[src/hw/i2c_flags_pkg.sv]
// Purpose: constants for the low interrupt flag block
// Assumes: APB, 32-bit data, one aligned word per register
// Notes: flag and enable registers share one bit layout
// Functional notes
// - controller arbitration loss sets bit 8; write one clears; resets low.
// - controller address acknowledge sets bit 7; write one clears.
// - target STOP detection sets bit 6; write one clears, zero ignored.
// - bit 5 follows tx count at or below threshold; resets high.
// - bit 4 follows rx count at or above threshold; resets high.
// - target own address match sets bit 3; write one clears.
// - target general call match sets bit 2; write one clears.
// - interactive receive condition sets bit 1; write one clears.
// - transaction completion sets bit 0 in both modes; write one clears.
// - enable bits at same positions gate flags onto the interrupt.
package i2c_flags_pkg;
  localparam logic [11:0] flags_off = 12'h008;
  localparam logic [11:0] enables_off = 12'h00C;
  localparam int flag_w = 9;
  localparam int bit_arb = 8;
  localparam int bit_addr_ack = 7;
  localparam int bit_stop = 6;
  localparam int bit_tx_lvl = 5;
  localparam int bit_rx_lvl = 4;
  localparam int bit_addr_hit = 3;
  localparam int bit_gc_hit = 2;
  localparam int bit_irx = 1;
  localparam int bit_done = 0;
  localparam logic [8:0] flags_reset = 9'h030;
  localparam logic [8:0] enables_reset = 9'h000;
  localparam logic [8:0] level_mask = 9'h030;
endpackage

[src/hw/i2c_event_flags.sv]
// Purpose: low interrupt flag and enable registers over APB
// Assumes: event inputs are one-cycle pulses on pclk; levels are on pclk
// Notes: unmapped addresses read zero, writes ignored, no error
//
// Our own choice: the APB slave port.
`timescale 1ns/1ns
module i2c_event_flags (
  input wire logic pclk,
  input wire logic presetn,
  input wire logic psel,
  input wire logic penable,
  input wire logic pwrite,
  input wire logic [11:0] paddr,
  input wire logic [31:0] pwdata,
  output logic [31:0] prdata,
  output logic pready,
  output logic pslverr,
  input wire logic ctrl_mode,
  input wire logic arb_lost,
  input wire logic addr_acked,
  input wire logic stop_seen,
  input wire logic tx_at_or_below,
  input wire logic rx_at_or_above,
  input wire logic own_addr_match,
  input wire logic gen_call_match,
  input wire logic irx_event,
  input wire logic xfer_done,
  output logic irq
);
  typedef struct packed {
    logic [8:0] flags;
    logic [8:0] enables;
    logic [31:0] rdata;
  } state_t;

  state_t st_reg, st_next;
  logic wr, rd;
  logic [8:0] set_ev, clr;

  assign wr = psel && penable && pwrite;
  assign rd = psel && !penable && !pwrite;

  always_comb begin
    set_ev = '0;
    set_ev[i2c_flags_pkg::bit_arb] = ctrl_mode && arb_lost;
    set_ev[i2c_flags_pkg::bit_addr_ack] = ctrl_mode && addr_acked;
    set_ev[i2c_flags_pkg::bit_stop] = !ctrl_mode && stop_seen;
    set_ev[i2c_flags_pkg::bit_addr_hit] = !ctrl_mode && own_addr_match;
    set_ev[i2c_flags_pkg::bit_gc_hit] = !ctrl_mode && gen_call_match;
    set_ev[i2c_flags_pkg::bit_irx] = irx_event;
    set_ev[i2c_flags_pkg::bit_done] = xfer_done;
    clr = '0;
    if (wr && paddr == i2c_flags_pkg::flags_off) begin
      clr = pwdata[8:0] & ~i2c_flags_pkg::level_mask;
    end
  end

  always_comb begin
    st_next = st_reg;
    st_next.flags = (st_reg.flags & ~clr) | set_ev;
    st_next.flags[i2c_flags_pkg::bit_tx_lvl] = tx_at_or_below;
    st_next.flags[i2c_flags_pkg::bit_rx_lvl] = rx_at_or_above;
    if (wr && paddr == i2c_flags_pkg::enables_off) begin
      st_next.enables = pwdata[8:0];
    end
    if (rd) begin
      unique case (paddr)
        i2c_flags_pkg::flags_off: st_next.rdata = {23'h000000, st_reg.flags};
        i2c_flags_pkg::enables_off:
          st_next.rdata = {23'h000000, st_reg.enables};
        default: st_next.rdata = 32'h00000000;
      endcase
    end
  end

  always_ff @(posedge pclk or negedge presetn) begin
    if (!presetn) begin
      st_reg.flags <= i2c_flags_pkg::flags_reset;
      st_reg.enables <= i2c_flags_pkg::enables_reset;
      st_reg.rdata <= 32'h00000000;
    end else begin
      st_reg <= st_next;
    end
  end

  assign prdata = st_reg.rdata;
  assign pready = 1'b1;
  assign pslverr = 1'b0;
  assign irq = |(st_reg.flags & st_reg.enables);
endmodule

[config.mk]
export PLATFORM = sky130hd
export DESIGN_NAME = i2c_event_flags
export DESIGN_NICKNAME = d
export VERILOG_FILES = /design/src/hw/i2c_flags_pkg.sv /design/src/hw/i2c_event_flags.sv
export SDC_FILE = /design/constraint.sdc
export NUM_CORES = 1
export LEC_CHECK = 0
export ABC_CLOCK_PERIOD_IN_PS = 1050
export CELL_PAD_IN_SITES_DETAIL_PLACEMENT = 0
export CELL_PAD_IN_SITES_GLOBAL_PLACEMENT = 2
export CORE_MARGIN = 4
export CORE_UTILIZATION = 32
export DETAILED_ROUTE_END_ITERATION = 8
export DONT_BUFFER_PORTS = 1
export MAX_ROUTING_LAYER = met4
export PLACE_DENSITY_LB_ADDON = 0.1
export SKIP_LAST_GASP = 1
export SLEW_MARGIN = 5
export SYNTH_ARGS = -nofsm -noshare
export SYNTH_HDL_FRONTEND = slang
export SYNTH_SLANG_ARGS = --single-unit
[constraint.sdc]
create_clock -name pclk -period 1.05 [get_ports pclk]
set_input_delay 0.21 -clock pclk [delete_from_list [all_inputs] [get_ports pclk]]
set_output_delay 0.21 -clock pclk [all_outputs]
set_load 0.02 [all_outputs]
After elaboration in Yosys (flattened, before gate mapping)
Cells that the tools add are included.
{"block": "totals", "ff_bits": 50, "out_inout_bits": 35}
{"block": "op_classes", "eq_ne": 2, "mux": 2, "bitwise": 4, "reduce_logical": 15}
{"cell": "$eq 12x4->1 const B", "count": 2}
{"cell": "$and 9x9->9", "count": 2}
{"cell": "$pmux 9 s2", "count": 1}
{"cell": "$logic_and 1x1->1", "count": 11}
{"cell": "$mux 9", "count": 1}
{"cell": "$not 9->9", "count": 1}
{"cell": "$or 9x9->9", "count": 1}
{"cell": "$reduce_or 9->1", "count": 1}
{"cell": "$logic_not 1->1", "count": 3}

Logic depth before layout (Yosys ltp)
Gate-level depths: netlist of the first run.
{"block": "logic_depth", "ltp_word": 7, "depth_mapped": 5, "ltp_nobuf": 3}

Least setup slack after synthesis of the first run
OpenSTA, ideal clock, no wires.
{"block": "synth_path", "path_kind": "input port to flip-flop", "start": "input port paddr[2]", "end": "register st_reg[43] (netlist name)", "setup_ns": 0.126, "arrival_time_ns": 1.150, "required_time_ns": 0.924, "path_slack_ns": -0.226, "cell_stages": 4, "path_cell_list": "buf_2 and4b_1 nand4_2 a221o_1"}
{"item": "start: declaration", "line": "i2c_event_flags.sv:13", "text": "input wire logic [11:0] paddr,"}
{"item": "end signal: assignment", "line": "i2c_event_flags.sv:82", "text": "st_reg <= st_next;"}
{"item": "end: declaration", "line": "i2c_event_flags.sv:36", "text": "state_t st_reg, st_next;"}

Worst setup path after layout of the first run
{"block": "layout_path", "start": "register st_reg[48] (netlist name)", "end": "output port irq"}
{"block": "layout_via", "elab_chain_cells": 2}
{"item": "$and 9x9->9", "line": "i2c_event_flags.sv:89", "text": "assign irq = |(st_reg.flags & st_reg.enables);"}
{"item": "$reduce_or 9->1", "line": "i2c_event_flags.sv:89"}
{"item": "end: declaration", "line": "i2c_event_flags.sv:28", "text": "output logic irq"}
No other way between the ends.

==> results of run 1 <==
[final cells by class]
cell class,instances,area (um^2),area share (%)
clock inverters,1,7.51,0.424
flip-flops and latches,27,678,38.3
repair buffers,28,245,13.9
well taps,52,65.1,3.67
clock buffers,3,41.3,2.33
inverters,1,3.75,0.212
multi-input cells,90,729,41.2
[critical path, cell delays in order (launching register included)]
cell and delay (ps):
dfrtp_1 410, a222oi_1 440, nand3_2 220
[logic make-up (layout without fill, tap and decap cells)]
| logic type | Yosys count | count (layout) | share of synthesized area (%) |
|---|---|---|---|
| buf+inv | 38 | 33 | 17.9 |
| flops | 27 | 27 | 44.3 |
| simple gates | 26 | 27 | 13.7 |
| compound gates | 20 | 20 | 11.1 |
| mux | 18 | 18 | 12.5 |
| other cells | 2 | 25 | 0.491 |
[stage by stage]
stage	TNS (ps)	hold WS, ps	instances	setup WS, ps
floorplan	-3550	-85.6	154	-197
CTS	-508	51.4	199	-508
global placement	-7500	-84.9	188	-352
global route	-554	47.6	202	-535
detailed placement	-7870	-85.0	188	-383
finish	-504	59.3	202	-504
[power breakdown]
group	total, W	internal (W)	switching (W)
logic	0.000206	0.0000626	0.000143
clock network	0.000608	0.000270	0.000339
registers	0.00105	0.00105	0.00000279
[metal layers]
metal  GRT usage (%)  part of all wire, %  up-vias
met4            3.02                 0.84        0
met3            3.86                  9.9        2
met2            18.7                   49       50
met1            16.1                   40      468
met5               -                    0        -
li1                -                    -      457
[worst max path at each step]
stage,startpoint,endpoint,slack [ps]
after floorplan,paddr[10],st_reg[43],-200
after global placement,paddr[10],st_reg[48],-350
after detailed placement,paddr[10],st_reg[47],-380
after CTS,st_reg[48],irq,-510
after global routing,st_reg[36],irq,-540
final,st_reg[48],irq,-500
[synth_stat cells, drive strengths merged]
| cell | n | share of area [%] |
|---|---|---|
| or3b | 1 | 0.57 |
| mux2i | 9 | 5.9 |
| buf | 37 | 18 |
| mux2 | 9 | 6.6 |
| nand2 | 9 | 2.2 |
| nand2b | 2 | 0.82 |
| dfrtp | 25 | 41 |
| a221o | 5 | 3.3 |
| o22a | 2 | 1.1 |
| conb | 2 | 0.49 |
| nor2b | 5 | 2.0 |
| nor3 | 1 | 0.65 |
| a22oi | 1 | 0.49 |
| a22o | 1 | 0.57 |
| inv | 1 | 0.25 |
| nand4 | 2 | 2.2 |
| nor4b | 1 | 1.6 |
| a222oi | 1 | 0.65 |
| o31ai | 9 | 4.4 |
| dfstp | 2 | 3.4 |
| and4b | 1 | 0.65 |
| a221oi | 1 | 0.57 |
| and4 | 1 | 0.57 |
| nor4 | 1 | 1.4 |
| nand3 | 2 | 0.98 |
[repair_timing]
item / in CTS / in global routing
cloned: 1 / 0
endpoints found under the setup margin: 10 / 15
pin swaps: 5 / 1
setup buffers: 2 / 3
hold endpoints to repair: 29 / 0
hold buffers: 4 / 0
resized for setup: 1 / 9
==> reports/qor.csv, run 1 <==
metric,value,unit
fin_area,1770,um^2
clk_pin_slew,100,ps
worstReg2RegStart,st_reg[47],
layout-drive-gt1-share,34.7,%
cp.required,840,ps
critPathArrivalTime,1340,ps
worstHoldStart,xfer_done,
die_x,77.2,um
grt_util_all_layers,12.4,%
num_rows,24,
tritoncts,yes,
drc,0,
globalRouteOverflowTotal,0,
syn_to_final_growth,15.7,%
holdCritPathClass,input pin to flip-flop,
place_congestion,0.754,
dieArea,5950,um^2
wirelength,3470,um
ir_drop,0.544,mV
setup_viol,1,
timing.rr.end,st_reg[47],
fin_worst_skew,9.60,ps
vias,977,
avgViaCountPerCell,4.84,
dieHeight,77.2,um
drt_pass1_iterations,6,
antenna_cells,0,
wl_per_cell,17.2,um
cts_sinks,27,
placed_cell_area,1570,um^2
power_density,1050,nW/um^2
clockBufferDepth,2,
largest_reg_flops,18,
synth_area,1530,um^2
ys_seq_area_share,44.3,%
reg2reg_slack,30,ps
period_minus_slack,1550,ps
start_util,34.0,%
crit_path_end_kind,output port,
hold_viol,0,
synth_seq_cells,27,
path_class,flip-flop to output port,
startpoint_type,flip-flop,
cts.root.buffer_cell,clkbuf_8,
clk_latency,280,ps
violations,setup timing,
yosys.cell_types.count,28,
max-cap-violations,0,
layout_setup_ws,-504,ps
slew_violations,0,
total_power,0.00186,W
max_freq,644,MHz
synth-warning-count,0,
outcome,"finished, violations left",
grt_first_pass_wirelength,5490,um
antenna_found_initial,0,
period_share,148,%
grt_pass1_vias,971,
layout_common_cells,"25 x conb_1, 25 x dfrtp_1, 20 x buf_4, 9 x nand2_1, 9 x mux2_2",
synth_cells,131,
synth_area_per_cell,11.7,um^2
cts_buffers,3,
h-tree-depth,1,
crit_path_max_fanout,2,
io_buffers,0,
min_to,st_reg[41],
dpl.hpwl,2570,um
utilization,39.3,%
holdPathStages,1,
grt_max_degree,28,
r2r_cells,3,
rsz0062_at_grt,true,
leakage,0.840,nW
ant_nets,0,
n_fill_cell,448,
layout.nets,210,
drt_first_iter_violations,53,
core_area,4500,um^2
io_pins,94,
No activity file was read; power rests on OpenSTA's default activity.
==> run 2, diff against run 1 <==
RECOVER_POWER = 100   (was default)
==> reports/qor.csv, run 2 (synthesis gave the netlist of run 1 again) <==
metric,value,unit,change
cp.required,840,ps,about the same
multiInputGateArea,721,um^2,-1.2%
antenna_cells,0,,unchanged
dieArea,5950,um^2,unchanged
crit_family,compound AO/OA/AOI/OAI gates,,
drt_pass1_iterations,6,,unchanged
outcome,"finished, violations left",,
holdCritPathClass,input pin to flip-flop,,
cts_buffers,3,,unchanged
num_rows,24,,unchanged
cp_num_buf_inv,0,,unchanged
drc,0,,unchanged
start_util,34.0,%,unchanged
reg2reg_slack,30,ps,about the same
h-tree-depth,1,,unchanged
largest_reg_flops,18,,unchanged
rsz0062_at_grt,true,,
antenna_found_initial,0,,unchanged
vias,986,,+0.92%
layout_setup_ws,-494,ps,+9.58 ps
globalRouteOverflowTotal,0,,unchanged
critPathArrivalTime,1330,ps,about the same
die_x,77.2,um,unchanged
min_to,st_reg[41],,
holdPathStages,1,,unchanged
place_congestion,0.754,,unchanged
worstMarginPinSlew,702,ps,
layout_common_cells,"25 x conb_1, 25 x dfrtp_1, 19 x buf_4, 9 x nand2_1, 9 x mux2_2",,
clk_pin_slew,100,ps,about the same
cts.root.buffer_cell,clkbuf_8,,
r2r_cells,3,,unchanged
ir_drop,0.541,mV,-0.42%
dpl_worst_slack,-383,ps,unchanged
grt_first_pass_wirelength,5490,um,unchanged
drt_first_iter_violations,58,,+9.4%
n_fill_cell,451,,+0.67%
max_freq,648,MHz,+0.62%
core_area,4500,um^2,unchanged
wl_per_cell,17.2,um,about the same
avgViaCountPerCell,4.88,,+0.92%
regArea,678,um^2,unchanged
clk_latency,280,ps,about the same
max-cap-violations,0,,unchanged
fin_worst_skew,9.47,ps,-0.125 ps
violations,setup timing,,
final_cells,202,,unchanged
cts_sinks,27,,unchanged
dieHeight,77.2,um,unchanged
worstPathCellList,a222oi_1 -> nand3_2,,
hold_viol,0,,unchanged
layout.nets,210,,unchanged
ant_nets,0,,unchanged
slew_violations,0,,unchanged
period_minus_slack,1540,ps,-9.58 ps
wirelength,3470,um,about the same
leakage,0.832,nW,-0.90%
grt_max_degree,28,,unchanged
path_class,flip-flop to output port,,
setup_viol,2,,+1
worstHoldStart,xfer_done,,
io_buffers,0,,unchanged
io_pins,94,,unchanged
crit_path_max_fanout,2,,unchanged
grt_pass1_vias,971,,unchanged
dp.cells,188,,unchanged
timing.rr.end,st_reg[47],,
tritoncts,yes,,
cp-startpoint,st_reg[48],,
clockBufferDepth,2,,unchanged
grt_util_all_layers,12.4,%,unchanged
syn_to_final_growth,14.0,%,
dpl.hpwl,2570,um,unchanged
total_power,0.00185,W,-0.62%
crit_path_end_kind,output port,,
slowest_stage,a222oi_1,,
startpoint_type,flip-flop,,
utilization,38.7,%,-0.58 points
layout-drive-gt1-share,34.7,%,unchanged
max_slew_margin,53.2,%,
cpPeakStageDelay,430,ps,about the same
worstReg2RegStart,st_reg[47],,
power_density,1060,nW/um^2,+0.87%
period_share,147,%,-0.91 points
fin_setup_tns,-497,ps,+6.87 ps
[run 2: cell types whose count changed in the layout (fill, tap and decap cells not counted), sizes merged]
cell	delta
clkbuf	+2
buf	-2
[run 2: stage by stage]
step | hold WS (ps) | area (um^2)
3_3_place_gp | -84.9 | 1570
3_5_place_dp | -85.0 | 1570
2_1_floorplan | -85.6 | 1640
5_1_grt | 47.6 | 1740
4_1_cts | 51.4 | 1700
6_report | 60.2 | 1740
[run 2: metal layers]
layer  wire (um)  track usage, %  vias up
met2        1730            18.7       54
met1        1380            16.1      474
met3         332            3.86        2
li1            -               -      456
met4          29            3.02        0
met5           0               -        -
[run 2: worst max path at each step]
stage / cells past startpoint / endpoint
finish: 2 / irq
global route: 3 / irq
CTS: 2 / irq
detailed placement: 3 / st_reg[47]
global placement: 3 / st_reg[48]
floorplan: 3 / st_reg[43]
[run 2: worst reg2reg max path: stages, from the launching register on]
cell and delay (ps):
dfrtp_1 420, buf_6 130, nor2b_1 120, a221o_1 250
[run 2: area by class of cell]
class,count,area share [%]
Clock buffer,3,2.37
Clock inverter,1,0.430
Inverter,1,0.215
Multi-Input combinational cell,90,41.3
Sequential cell,27,38.9
Tap cell,52,3.73
Timing Repair Buffer,28,13.1
[run 2: what timing repair did]
action,CTS,global route
endpoints found under the hold margin,29,0
setup endpoints to repair,10,15
setup buffers,2,3
pin swaps,5,1
hold buffers,4,0
resized for setup,1,9
gates cloned,1,0
[run 2: power by group]
group          internal [W]  switching (W)
Combinational     0.0000546       0.000142
Clock              0.000270       0.000336
Sequential          0.00105     0.00000266
